## src/hdl/pmsr_defs.vh

```
`ifndef PMSR_DEFS_VH
`define PMSR_DEFS_VH

// register offsets
`define PMSR_A_CTRL 4'h0
`define PMSR_A_MODE 4'h1
`define PMSR_A_WAKE_EN 4'h2
`define PMSR_A_SRAM_CFG 4'h3
`define PMSR_A_RET_CFG 4'h4
`define PMSR_A_STATUS 4'h5
`define PMSR_A_MASK 4'h6
`define PMSR_A_INFO 4'h7

// power modes
`define PMSR_M_ACTIVE 2'h0
`define PMSR_M_CORE_GATED 2'h1
`define PMSR_M_HIBERNATE 2'h2
`define PMSR_M_SHUTDOWN 2'h3

// wake enable / status bit positions
`define PMSR_W_EXT0 0
`define PMSR_W_EXT1 1
`define PMSR_W_EXT2 2
`define PMSR_W_SER_RX 3
`define PMSR_W_PRI_RTC 4
`define PMSR_W_SEC_RTC 5

// status extra bits
`define PMSR_S_WOKE 6
`define PMSR_S_PAR_ERR 7

// sram config bits
`define PMSR_C_INSTR_EN 0
`define PMSR_C_CACHE_EN 1
`define PMSR_C_PARITY_EN 2

// retention config bits
`define PMSR_R_INSTR16 0
`define PMSR_R_DATA8 1

// reset values
`define PMSR_RST_WAKE_EN 8'h0F
`define PMSR_RST_SRAM_CFG 8'h01
`define PMSR_RST_RET_CFG 8'h00

// sizes in KB
`define PMSR_BANK_KB 8'h20
`define PMSR_CACHE_KB 8'h04
`define PMSR_RET_STEP_KB 8'h08
`define PMSR_RET_INSTR_KB 8'h10

// power sequencing times, ns
`define PMSR_T_PWR_NS 2000
`define PMSR_T_CLK_NS 500
`define PMSR_CLK_NS 100

`endif

```

## src/hdl/pmsr_sync.v

```verilog
`timescale 1ns/100ps
module pmsr_sync #(
	parameter W = 8
) (
	// clock and reset
	input wire sys_clk_i,
	input wire rst_i,
	// data
	input wire [W-1:0] async_i,
	output wire [W-1:0] sync_o
);

reg [W-1:0] meta_q;
reg [W-1:0] sync_q;

always @(posedge sys_clk_i or posedge rst_i) begin
	if (rst_i) begin
		meta_q <= {W{1'b0}};
		sync_q <= {W{1'b0}};
	end else begin
		meta_q <= async_i;
		sync_q <= meta_q;
	end
end

assign sync_o = sync_q;

endmodule

```

## src/hdl/pmsr_top.v

```verilog
// The register offsets and the address-and-strobe port were decided locally.
`timescale 1ns/100ps
`include "pmsr_defs.vh"
module pmsr_top #(
	parameter PWR_CYC = (`PMSR_T_PWR_NS + `PMSR_CLK_NS - 1) / `PMSR_CLK_NS,
	parameter CLK_CYC = (`PMSR_T_CLK_NS + `PMSR_CLK_NS - 1) / `PMSR_CLK_NS
) (
	// clock and reset
	input wire sys_clk_i,
	input wire rst_i,
	// register port
	input wire [3:0] reg_addr_i,
	input wire [7:0] reg_wdata_i,
	input wire reg_wr_i,
	input wire reg_rd_i,
	output reg [7:0] reg_rdata_o,
	// wake sources, asynchronous
	input wire [2:0] ext_wake_irq_i,
	input wire serial_rx_wake_i,
	input wire primary_rt_counter_i,
	input wire secondary_rt_counter_i,
	// core side
	input wire core_sleep_i,
	input wire sram_parity_err_i,
	output wire core_clk_en_o,
	output wire core_run_o,
	output wire dma_clk_en_o,
	output wire periph_clk_en_o,
	// power gating
	output wire digital_pwr_en_o,
	output wire analog_pwr_en_o,
	output wire logic_retain_o,
	output wire pin_out_hold_o,
	output wire pin_cfg_retain_o,
	output wire pri_rtc_pwr_en_o,
	output wire sec_rtc_pwr_en_o,
	// sram configuration
	output wire [3:0] sram_ret_bank_o,
	output wire [7:0] sram_ret_kb_o,
	output wire [7:0] data_sram_kb_o,
	output wire [7:0] instr_sram_kb_o,
	output wire cache_alloc_o,
	output wire parity_en_o,
	output wire [1:0] sram_wait_o,
	output wire [2:0] access_size_mask_o,
	// current mode and interrupt
	output wire [1:0] mode_o,
	output wire irq_o
);

////////////////////////////////////////////////////////////////
localparam ST_ACTIVE = 3'h0;
localparam ST_CGATED = 3'h1;
localparam ST_DOWN = 3'h2;
localparam ST_SLEEP = 3'h3;
localparam ST_PWR_UP = 3'h4;
localparam ST_CLK_UP = 3'h5;

reg [2:0] st_q, st_d;
reg [1:0] mode_q, mode_d;
reg [1:0] req_mode_q;
reg go_q;
reg [7:0] wake_en_q;
reg [7:0] sram_cfg_q;
reg [7:0] ret_cfg_q;
reg [7:0] status_q;
reg [7:0] mask_q;
reg [15:0] cnt_q, cnt_d;
reg [5:0] wake_prev_q;
wire [5:0] wake_raw;
wire [5:0] wake_s;
wire [5:0] wake_rise;
wire [5:0] wake_allow;
wire wake_hit;
wire par_s;
reg par_prev_q;

// every wake request passes two flops
pmsr_sync #(.W(7)) u_sync (
	.sys_clk_i(sys_clk_i),
	.rst_i(rst_i),
	.async_i({sram_parity_err_i, secondary_rt_counter_i, primary_rt_counter_i,
		serial_rx_wake_i, ext_wake_irq_i}),
	.sync_o({par_s, wake_s})
);

assign wake_raw = wake_s;

// one edge detector per source, so status shows which line woke us from hibernate or shutdown
genvar g;
generate
	for (g = 0; g < 6; g = g + 1) begin : g_rise
		assign wake_rise[g] = wake_s[g] & ~wake_prev_q[g];
	end
endgenerate

// legal wake sources per sleep mode
function [5:0] allowed;
	input [1:0] m;
	begin
		allowed = 6'h00;
		case (m)
			`PMSR_M_HIBERNATE: allowed = 6'h3F;
			// serial and secondary counter are unpowered in shutdown
			`PMSR_M_SHUTDOWN: begin
				allowed[`PMSR_W_EXT0] = 1'b1;
				allowed[`PMSR_W_EXT1] = 1'b1;
				allowed[`PMSR_W_EXT2] = 1'b1;
				allowed[`PMSR_W_PRI_RTC] = 1'b1;
			end
			default: allowed = 6'h00;
		endcase
	end
endfunction

// shutdown: three ext plus primary counter
assign wake_allow = allowed(mode_q) & wake_en_q[5:0];
assign wake_hit = |(wake_raw & wake_allow);

////////////////////////////////////////////////////////////////
// register writes
// register write decode
function wr_hit;
	input we;
	input [3:0] a;
	input [3:0] sel;
	begin
		wr_hit = we && (a == sel);
	end
endfunction

wire wr_ctrl = wr_hit(reg_wr_i, reg_addr_i, `PMSR_A_CTRL);
wire [7:0] ev_set;
reg woke_ev;

assign ev_set = {par_s & ~par_prev_q, woke_ev, wake_rise & wake_allow};

always @(posedge sys_clk_i or posedge rst_i) begin
	if (rst_i) begin
		wake_en_q <= `PMSR_RST_WAKE_EN;
		sram_cfg_q <= `PMSR_RST_SRAM_CFG;
		ret_cfg_q <= `PMSR_RST_RET_CFG;
		mask_q <= 8'h00;
		status_q <= 8'h00;
		req_mode_q <= `PMSR_M_ACTIVE;
		go_q <= 1'b0;
		wake_prev_q <= 6'h00;
		par_prev_q <= 1'b0;
	end else begin
		wake_prev_q <= wake_s;
		par_prev_q <= par_s;
		go_q <= wr_ctrl && reg_wdata_i[0];
		if (wr_ctrl)
			req_mode_q <= reg_wdata_i[2:1];
		if (wr_hit(reg_wr_i, reg_addr_i, `PMSR_A_WAKE_EN))
			wake_en_q <= reg_wdata_i & 8'h3F;
		if (wr_hit(reg_wr_i, reg_addr_i, `PMSR_A_SRAM_CFG) && st_q == ST_ACTIVE)
			sram_cfg_q <= reg_wdata_i & 8'h07;
		if (wr_hit(reg_wr_i, reg_addr_i, `PMSR_A_RET_CFG))
			ret_cfg_q <= reg_wdata_i & 8'h03;
		if (wr_hit(reg_wr_i, reg_addr_i, `PMSR_A_MASK))
			mask_q <= reg_wdata_i;
		// set wins over write-one clear
		if (wr_hit(reg_wr_i, reg_addr_i, `PMSR_A_STATUS))
			status_q <= (status_q & ~reg_wdata_i) | ev_set;
		else
			status_q <= status_q | ev_set;
		if (st_q == ST_DOWN && mode_q == `PMSR_M_SHUTDOWN) begin
			sram_cfg_q <= `PMSR_RST_SRAM_CFG;
			ret_cfg_q <= `PMSR_RST_RET_CFG;
			mask_q <= 8'h00;
		end
	end
end

////////////////////////////////////////////////////////////////
// mode sequencer
always @* begin
	st_d = st_q;
	mode_d = mode_q;
	cnt_d = (cnt_q != 16'h0000) ? cnt_q - 16'h0001 : 16'h0000;
	woke_ev = 1'b0;
	case (st_q)
		ST_ACTIVE: begin
			if (go_q && core_sleep_i) begin
				mode_d = req_mode_q;
				if (req_mode_q == `PMSR_M_CORE_GATED)
					st_d = ST_CGATED;
				else if (req_mode_q != `PMSR_M_ACTIVE) begin
					st_d = ST_DOWN;
					cnt_d = CLK_CYC[15:0];
				end
			end
		end
		// DMA runs, core stalled until wake
		ST_CGATED: begin
			if (|wake_raw) begin
				st_d = ST_ACTIVE;
				mode_d = `PMSR_M_ACTIVE;
			end
		end
		// clocks stop before power is cut
		ST_DOWN: begin
			if (cnt_q == 16'h0000)
				st_d = ST_SLEEP;
		end
		ST_SLEEP: begin
			if (wake_hit) begin
				st_d = ST_PWR_UP;
				cnt_d = PWR_CYC[15:0];
			end
		end
		// power first, then a clock settle wait, then clocks and core together
		ST_PWR_UP: begin
			if (cnt_q == 16'h0000) begin
				st_d = ST_CLK_UP;
				cnt_d = CLK_CYC[15:0];
			end
		end
		ST_CLK_UP: begin
			if (cnt_q == 16'h0000) begin
				st_d = ST_ACTIVE;
				mode_d = `PMSR_M_ACTIVE;
				woke_ev = 1'b1;
			end
		end
		default: begin
			st_d = ST_ACTIVE;
			mode_d = `PMSR_M_ACTIVE;
		end
	endcase
end

always @(posedge sys_clk_i or posedge rst_i) begin
	if (rst_i) begin
		st_q <= ST_ACTIVE;
		mode_q <= `PMSR_M_ACTIVE;
		cnt_q <= 16'h0000;
	end else begin
		st_q <= st_d;
		mode_q <= mode_d;
		cnt_q <= cnt_d;
	end
end

////////////////////////////////////////////////////////////////
// clock and power outputs
wire deep = (mode_q == `PMSR_M_HIBERNATE) || (mode_q == `PMSR_M_SHUTDOWN);
wire pwr_off = (st_q == ST_SLEEP) || (st_q == ST_DOWN && cnt_q == 16'h0000);
wire shut = (mode_q == `PMSR_M_SHUTDOWN);

// core clock gated in core-gated mode
assign core_clk_en_o = (st_q == ST_ACTIVE);
assign core_run_o = (st_q == ST_ACTIVE);
assign dma_clk_en_o = (st_q == ST_ACTIVE) || (st_q == ST_CGATED);
assign periph_clk_en_o = dma_clk_en_o;
assign digital_pwr_en_o = !(deep && pwr_off);
assign analog_pwr_en_o = !(deep && pwr_off);
assign logic_retain_o = deep && !shut && (st_q != ST_ACTIVE);
// pins held in both; config hibernate only
assign pin_out_hold_o = deep && (st_q != ST_ACTIVE) && (st_q != ST_CGATED);
assign pin_cfg_retain_o = pin_out_hold_o && !shut;
assign pri_rtc_pwr_en_o = !(deep && pwr_off) || wake_en_q[`PMSR_W_PRI_RTC];
assign sec_rtc_pwr_en_o = !(deep && pwr_off) ||
	(!shut && wake_en_q[`PMSR_W_SEC_RTC]);

////////////////////////////////////////////////////////////////
// sram configuration
wire instr_en = sram_cfg_q[`PMSR_C_INSTR_EN];
wire cache_en = sram_cfg_q[`PMSR_C_CACHE_EN];
wire [7:0] ret_kb;

// optional instruction 16 KB, data 8 KB
// banks: 0 data fixed, 1 data extra, 2-3 instruction halves
assign sram_ret_bank_o = shut ? 4'h0 : {ret_cfg_q[`PMSR_R_INSTR16],
	ret_cfg_q[`PMSR_R_INSTR16], ret_cfg_q[`PMSR_R_DATA8], 1'b1};
// 8 to 32 KB in 8 KB steps
assign ret_kb = `PMSR_RET_STEP_KB +
	(ret_cfg_q[`PMSR_R_DATA8] ? `PMSR_RET_STEP_KB : 8'h00) +
	(ret_cfg_q[`PMSR_R_INSTR16] ? `PMSR_RET_INSTR_KB : 8'h00);
assign sram_ret_kb_o = shut ? 8'h00 : ret_kb;
// instruction bank maps as data when off
assign data_sram_kb_o = instr_en ? `PMSR_BANK_KB : (`PMSR_BANK_KB + `PMSR_BANK_KB);
// cache takes 4 KB of instruction space
assign instr_sram_kb_o = !instr_en ? 8'h00 :
	(cache_en ? (`PMSR_BANK_KB - `PMSR_CACHE_KB) : `PMSR_BANK_KB);
assign cache_alloc_o = instr_en && cache_en;
// two parity bits per word when set
assign parity_en_o = sram_cfg_q[`PMSR_C_PARITY_EN];
assign sram_wait_o = 2'h0;
assign access_size_mask_o = 3'h7;

assign mode_o = mode_q;
assign irq_o = |(status_q & mask_q);

////////////////////////////////////////////////////////////////
// read port, data one cycle later
always @(posedge sys_clk_i or posedge rst_i) begin
	if (rst_i) begin
		reg_rdata_o <= 8'h00;
	end else if (reg_rd_i) begin
		case (reg_addr_i)
			`PMSR_A_CTRL: reg_rdata_o <= {5'h00, req_mode_q, 1'b0};
			`PMSR_A_MODE: reg_rdata_o <= {3'h0, st_q, mode_q};
			`PMSR_A_WAKE_EN: reg_rdata_o <= wake_en_q;
			`PMSR_A_SRAM_CFG: reg_rdata_o <= sram_cfg_q;
			`PMSR_A_RET_CFG: reg_rdata_o <= ret_cfg_q;
			`PMSR_A_STATUS: reg_rdata_o <= status_q;
			`PMSR_A_MASK: reg_rdata_o <= mask_q;
			`PMSR_A_INFO: reg_rdata_o <= sram_ret_kb_o;
			default: reg_rdata_o <= 8'h00;
		endcase
	end else begin
		reg_rdata_o <= 8'h00;
	end
end

endmodule

```

## config.mk

```make
export PLATFORM = sky130hd
export DESIGN_NAME = pmsr_top
export DESIGN_NICKNAME = d
export VERILOG_FILES = /design/src/hdl/pmsr_sync.v /design/src/hdl/pmsr_top.v
export VERILOG_INCLUDE_DIRS = /design/src /design/src/hdl
export SDC_FILE = /design/constraint.sdc
export NUM_CORES = 1
export LEC_CHECK = 0
export ABC_AREA = 0
export BUFFER_PORTS_ARGS = -buffer_cell sky130_fd_sc_hd__buf_2
export CORE_AREA = 2 2 86 88
export DETAILED_ROUTE_END_ITERATION = 12
export DIE_AREA = 0 0 88 90
export HOLD_SLACK_MARGIN = 0.12
export PLACE_DENSITY_LB_ADDON = 0.05
export SYNTH_ARGS = -nofsm -noshare
export SYNTH_HDL_FRONTEND = slang
export SYNTH_SLANG_ARGS = --single-unit
```

## constraint.sdc

```tcl
create_clock -name sys_clk_i -period 5 [get_ports sys_clk_i]
set_input_delay 0.5 -clock sys_clk_i [delete_from_list [all_inputs] [get_ports sys_clk_i]]
set_output_delay 0.5 -clock sys_clk_i [all_outputs]
set_load 0.02 [all_outputs]
```

==> impl_results.md, run 1 <==
* # diodes at 0
* Worst EP arrival at 2.46 ns
* Sequential power share at 0.464
* Register clock-pin slew on the reported worst setup and hold paths at 0.09 ns
* Max layer used: met4
* Clock Tree Root: clkbuf_8
* Clock Skew at 0.01132 ns
* Post-synthesis register bit count at 80
* Max clock buf depth at 2
* Psw at 760.8 µW
* Initial antenna violation count at 0
* Detailed-route via count at 3,023
* Hold Crit Class: input port to register
* Commonest non-fill, non-tap cell in the layout: dfrtp_1
* Worst-Margin Slew at 1.070 ns
* Reg area at 2008 µm²
* Cells after synthesis at 383
* Total global-route track usage at 0.2337
* Critical path class: register to output pin
* Die width at 88 µm
* Slew Viols, Final at 0
* Area occupied by multi-input gates at 1753 µm²
* Maxcap violations at 0
* Layout cells sized above 1 at 0.2494
* Cts repair resizes at 0
* R2R setup slack at 2.55 ns
* Fin cells at 532
* Fmax at 338.2 MHz
* RSZ-0062 raised after global routing: no
* Post-route ant nets at 0
* Die extent in y at 90 µm
* Vias per cell at 5.682
* Final min period at 2.957 ns
* Routed WL per cell at 16.79 µm
* Setup TNS Final at 0 ns
* Wire length of the first global-routing pass at 14,180 µm
* TritonCTS clock tree: done
* Num rows at 31
* Core area at 7020 µm²
* Commonest non-fill, non-tap cells in the layout: dfrtp_1, buf_2, nor2_1
* Pwr Density at 466.9 nW/µm²
* Netlist cell types at 62
* Final setup fails at 0
* IR drop worst, VDD at 0.2692 mV
* Startpoint types: register
* Cts hold-fix bufs at 0
* Clock network power share at 0.265
* DRC Markers at 0
* Clock Latency Late Sink at 0.37 ns
* Leakage power at 0.002013 µW
* Critical path endpoint category: output pin
* CTS buffer count at 9
* Post-Place Cells at 516
* I/O pin total at 81
* Post-synth EDFFs at 0
* Final instance area at 4462 µm²
* Hold Vio Cnt, Final at 0
* Vias in the first global route at 2,774
* Top FF cell, synth: dfrtp_1
* Met3 WL post-DR at 578 µm
* Die area at 7920 µm²
* Comb pwr share at 0.272
* Setup bufs post-CTS at 0
* # fillers at 591
* YS warnings at 0
* Rel. slew slack at 0.2867
* Cell internal pwr at 1322 µW
* Clk sinks at 80
* Status: completed
* Fraction of registers with async set/reset at 1.000
* RePlAce Congestion at 0.8999
* Largest net degree at the start of global routing at 81
* Met2 Routed Length at 4171 µm
* Worst path required time at 4.50 ns
* Worst-path maximum fanout at 8
* WL final at 8930 µm
* Placed Area at 4232 µm²
* Register area share after synthesis at 0.4995
* Drt pass-1 iters at 4
* Initial Utilization at 0.5726
* Port Buffers at 60
* Met1 Wirelength at 3996 µm
* Final HPWL DP at 6288 µm
* Mapped Area at 4020 µm²
* Starting DRT DRC Count at 195
* # H-tree levels at 3
* Post-Syn Area per Cell at 10.50 µm²
* Crit share post-route at 0.5914
* Nets at 454
* Gr ovfl total at 0
* Sw frac at 0.3652
* Layout area overhead at 10.99%
power groups by stage:
stage / clock, µW / combinational, µW / sequential, µW
3_5_place_dp: 0 / 564 / 974
4_1_cts: 557 / 567 / 962
2_1_floorplan: 0 / 480 / 918
6_report: 551 / 566 / 966
3_3_place_gp: 0 / 555 / 970
5_1_grt: 584 / 632 / 985
per-stage QoR:
step | setup WS, ns | hold slack, ns | utilization | power [µW]
finish | 2.043 | 0.2324 | 0.6355 | 2083
global route | 1.866 | 0.2131 | 0.6355 | 2200
CTS | 2.022 | 0.2287 | 0.6355 | 2087
detailed placement | 2.410 | 0.3347 | 0.6027 | 1538
global placement | 2.508 | 0.3332 | 0.6027 | 1525
floorplan | 2.457 | 0.3312 | - | 1398
cell type report:
class	instances	share of cell area
multi-input combinational	267	0.3929
sequential	80	0.4501
inverter	8	0.007011
clock inverter	7	0.02384
timing repair buffer	62	0.07067
clock buffer	9	0.02776
tap	99	0.02776
logic make-up after synthesis:
| logic type | count (synthesis) | synth area share |
|---|---|---|
| multiplexers | 27 | 0.07345 |
| buffers and inverters | 54 | 0.08279 |
| other | 2 | 0.001868 |
| XOR/XNOR | 11 | 0.02396 |
| AO/OA/AOI/OAI | 69 | 0.1273 |
| AND/OR/NAND/NOR | 138 | 0.1849 |
| flip-flops | 80 | 0.4995 |
| adder cells (fa/ha/maj) | 2 | 0.006224 |
state kept, by name (all words and copies together), names as in the netlist, 6 cells and up:
name,count
wake_prev_q,6
reg_rdata_o,8
wake_en_q,6
u_sync.sync_o,7
cnt_q,16
mask_q,8
u_sync.meta_q,7
status_q,8
synth_stat cells, types with 3 or more instances:
| cell | instances | area share |
|---|---|---|
| nor2b_1 | 11 | 0.017 |
| xnor2_1 | 5 | 0.011 |
| buf_4 | 29 | 0.054 |
| o21ai_0 | 11 | 0.014 |
| buf_2 | 11 | 0.014 |
| nand2b_1 | 5 | 0.0078 |
| and2_1 | 8 | 0.012 |
| nor3_1 | 16 | 0.020 |
| a32o_1 | 5 | 0.012 |
| nand3_1 | 8 | 0.010 |
| inv_1 | 8 | 0.0075 |
| mux2_2 | 10 | 0.028 |
| mux2i_1 | 16 | 0.040 |
| a21o_1 | 3 | 0.0056 |
| dfrtp_1 | 75 | 0.47 |
| a21oi_1 | 14 | 0.017 |
| xor2_1 | 6 | 0.013 |
| nand4_1 | 5 | 0.0078 |
| nor4_1 | 5 | 0.0078 |
| and3_1 | 4 | 0.0062 |
| a22o_1 | 3 | 0.0065 |
| dfstp_2 | 5 | 0.033 |
| a211oi_1 | 3 | 0.0056 |
| nor2_1 | 31 | 0.029 |
| clkbuf_1 | 5 | 0.0047 |
| nand2_1 | 27 | 0.025 |
| a22oi_1 | 9 | 0.017 |
metal layers:
layer  GRT usage  vias up
met5           0        -
met2      0.3649      112
met4     0.08077        0
met1      0.3195     1478
met3     0.05418       20
li1            -     1413
path summary, 6_finish.rpt:
kind	startpoint	depth (start not counted)	to
min in group asynchronous	rst_i	3	sram_cfg_q[1]
max in group asynchronous	rst_i	3	cnt_q[13]
worst min-delay path	serial_rx_wake_i	1	u_sync.meta_q[3]
worst max register to register	mode_o[1]	4	cnt_q[6]
worst min register to register	u_sync.meta_q[0]	0	u_sync.sync_o[0]
worst max-delay path	cnt_q[0]	7	pri_rtc_pwr_en_o
critical path, cell delays in order, from the launching register on:
cell and delay (ns):
dfrtp_1 0.42, inv_1 0.10, ha_1 0.18, nor3b_2 0.43
and4_2 0.33, o2111ai_1 0.19, or2_1 0.29, buf_2 0.16
Power figures use the tool's default switching activity.
==> run 2, diff against run 1 <==
Settings changed: CORE_AREA 2 2 86 88 to 2 2 93 95, DIE_AREA 0 0 88 90 to 0 0 95 97.
Clock period 5 ns to 2.6 ns, I/O delays scaled along.
==> impl_results.md, run 2 (synthesis results as in run 1) <==
* Register clock-pin slew on the reported worst setup and hold paths at 0.09 ns
* RePlAce Congestion at 0.9185
* Worst Reg-to-Reg Cells at 7
* Setup TNS Final at 0 ns
* Critical path class: register to output pin
* Worst-Margin Slew at 0.7448 ns
* Sw frac at 0.3634
* Die width at 95 µm
* Critical-path cell list: inv_1 > ha_1 > nor3b_2 > and4_2 > o2111ai_2 > or2_1 > buf_2
* Startpoint types: register
* R2R Path Start: cnt_q[0]
* Clock network power share at 0.260
* Core area at 8134 µm²
* Commonest non-fill, non-tap cell in the layout: dfrtp_1
* RSZ-0062 raised after global routing: no
* Clock Tree Root: clkbuf_8
* Gr ovfl total at 0
* Commonest non-fill, non-tap cells in the layout: dfrtp_1, buf_2, nor2_1
* Post-route ant nets at 0
* Hold Vio Cnt, Final at 0
* Num rows at 33
* R2R setup slack at 0.49 ns
* Hold Startpoint: reg_wdata_i[5]
* WL final at 9237 µm
* DRC Markers at 0
* Max clock buf depth at 2
* TritonCTS clock tree: done
* Critical path endpoint category: output pin
* Setup bufs post-CTS at 0
* Cell internal pwr at 2577 µW
* Nets at 468
* Worst setup startpoint: cnt_q[0]
* Final HPWL DP at 6624 µm
* Final setup fails at 0
* Clk sinks at 80
* Comb pwr share at 0.281
* Die extent in y at 97 µm
* Hold Path Stages at 2
* Initial antenna violation count at 0
* # H-tree levels at 3
* Worst path required time at 2.34 ns
* Final min period at 2.400 ns
* Hold Crit Class: input port to register
* Psw at 1471 µW
* Critical path's top delay family: simple AND/OR/NAND/NOR gates
* Hold Crit Endpoint: wake_en_q[5]
* Total global-route track usage at 0.2120
* Port Buffers at 60
* Wire length of the first global-routing pass at 15,090 µm
* Rel. slew slack at 0.4989
* Sequential power share at 0.459
* Status: completed
* Clock Latency Late Sink at 0.35 ns
* Worst-path maximum fanout at 5
* Vias per cell at 5.603
* Initial Utilization at 0.4942
* Slew Viols, Final at 0
* # diodes at 0
* Worst EP arrival at 2.14 ns
* CTS buffer count at 9
* Max incr delay on CP at 0.43 ns
* Layout cells sized above 1 at 0.2573
* Layout area overhead at 14.94%
* Crit path max-delay cell type: dfrtp_1
* Routed WL per cell at 16.73 µm
* Leakage power at 0.002085 µW
* Largest net degree at the start of global routing at 62
* I/O pin total at 81
* Pwr Density at 875.9 nW/µm²
* Starting DRT DRC Count at 179
* Post-layout util at 0.5681
* CP bufs+invs at 2
* Detailed-route via count at 3,093
* Maxcap violations at 0
* Vias in the first global route at 2,857
* IR drop worst, VDD at 0.4299 mV
* Die area at 9215 µm²
* Clock Skew at 0.007731 ns
* Crit share post-route at 0.9229
* Max FFs per register at 16
* Drt pass-1 iters at 4
* Fmax at 416.8 MHz
* Biggest register: cnt_q
* R2r endpoint: cnt_q[4]
run 2: stage by stage:
stage               hold slack [ns]  instance area [µm²]  power, µW  instances  setup WS, ns
floorplan                    0.2914                 4088       2689        401        0.2965
global placement             0.2395                 4297       2976        528        0.5348
detailed placement           0.2456                 4297       3000        528        0.4863
CTS                          0.1683                 4614       4078        552       0.07398
global route                 0.1901                 4621       4302        552       0.01730
finish                       0.1856                 4621       4047        552        0.2005
run 2: layout make-up:
cell class | count | area [µm²]
Clock buffer | 9 | 123.9
Clock inverter | 7 | 113.9
Fill cell | 726 | 3513
Inverter | 8 | 31.28
Multi-Input combinational cell | 267 | 1759
Sequential cell | 80 | 2008
Tap cell | 105 | 131.4
Timing Repair Buffer | 76 | 452.9
run 2: layer usage:
| layer | vias to the layer above | global-route usage | wire [µm] |
|---|---|---|---|
| met5 | - | 0 | 0 |
| met4 | 0 | 0.08696 | 238 |
| met3 | 20 | 0.02804 | 449 |
| met2 | 112 | 0.3339 | 4394 |
| met1 | 1508 | 0.2944 | 4155 |
| li1 | 1453 | - | - |
run 2: power by group through the flow:
| stage | logic (µW) | clock network (µW) | registers, µW |
|---|---|---|---|
| after floorplan | 923 | 0 | 1770 |
| after global placement | 1110 | 0 | 1860 |
| after detailed placement | 1130 | 0 | 1870 |
| after CTS | 1150 | 1080 | 1850 |
| after global routing | 1270 | 1130 | 1900 |
| final | 1140 | 1050 | 1860 |
run 2: worst max path at each step:
stage,endpoint,cells after the start
after floorplan,cnt_q[0],1
after global placement,pri_rtc_pwr_en_o,7
after detailed placement,pri_rtc_pwr_en_o,7
after CTS,pri_rtc_pwr_en_o,7
after global routing,pri_rtc_pwr_en_o,7
final,pri_rtc_pwr_en_o,7
run 2: what timing repair did:
action | CTS | global route
endpoints found under the setup margin | 0 | 1
hold buffers | 8 | 0
hold endpoints to repair | 25 | 0
gates resized for setup | 0 | 1
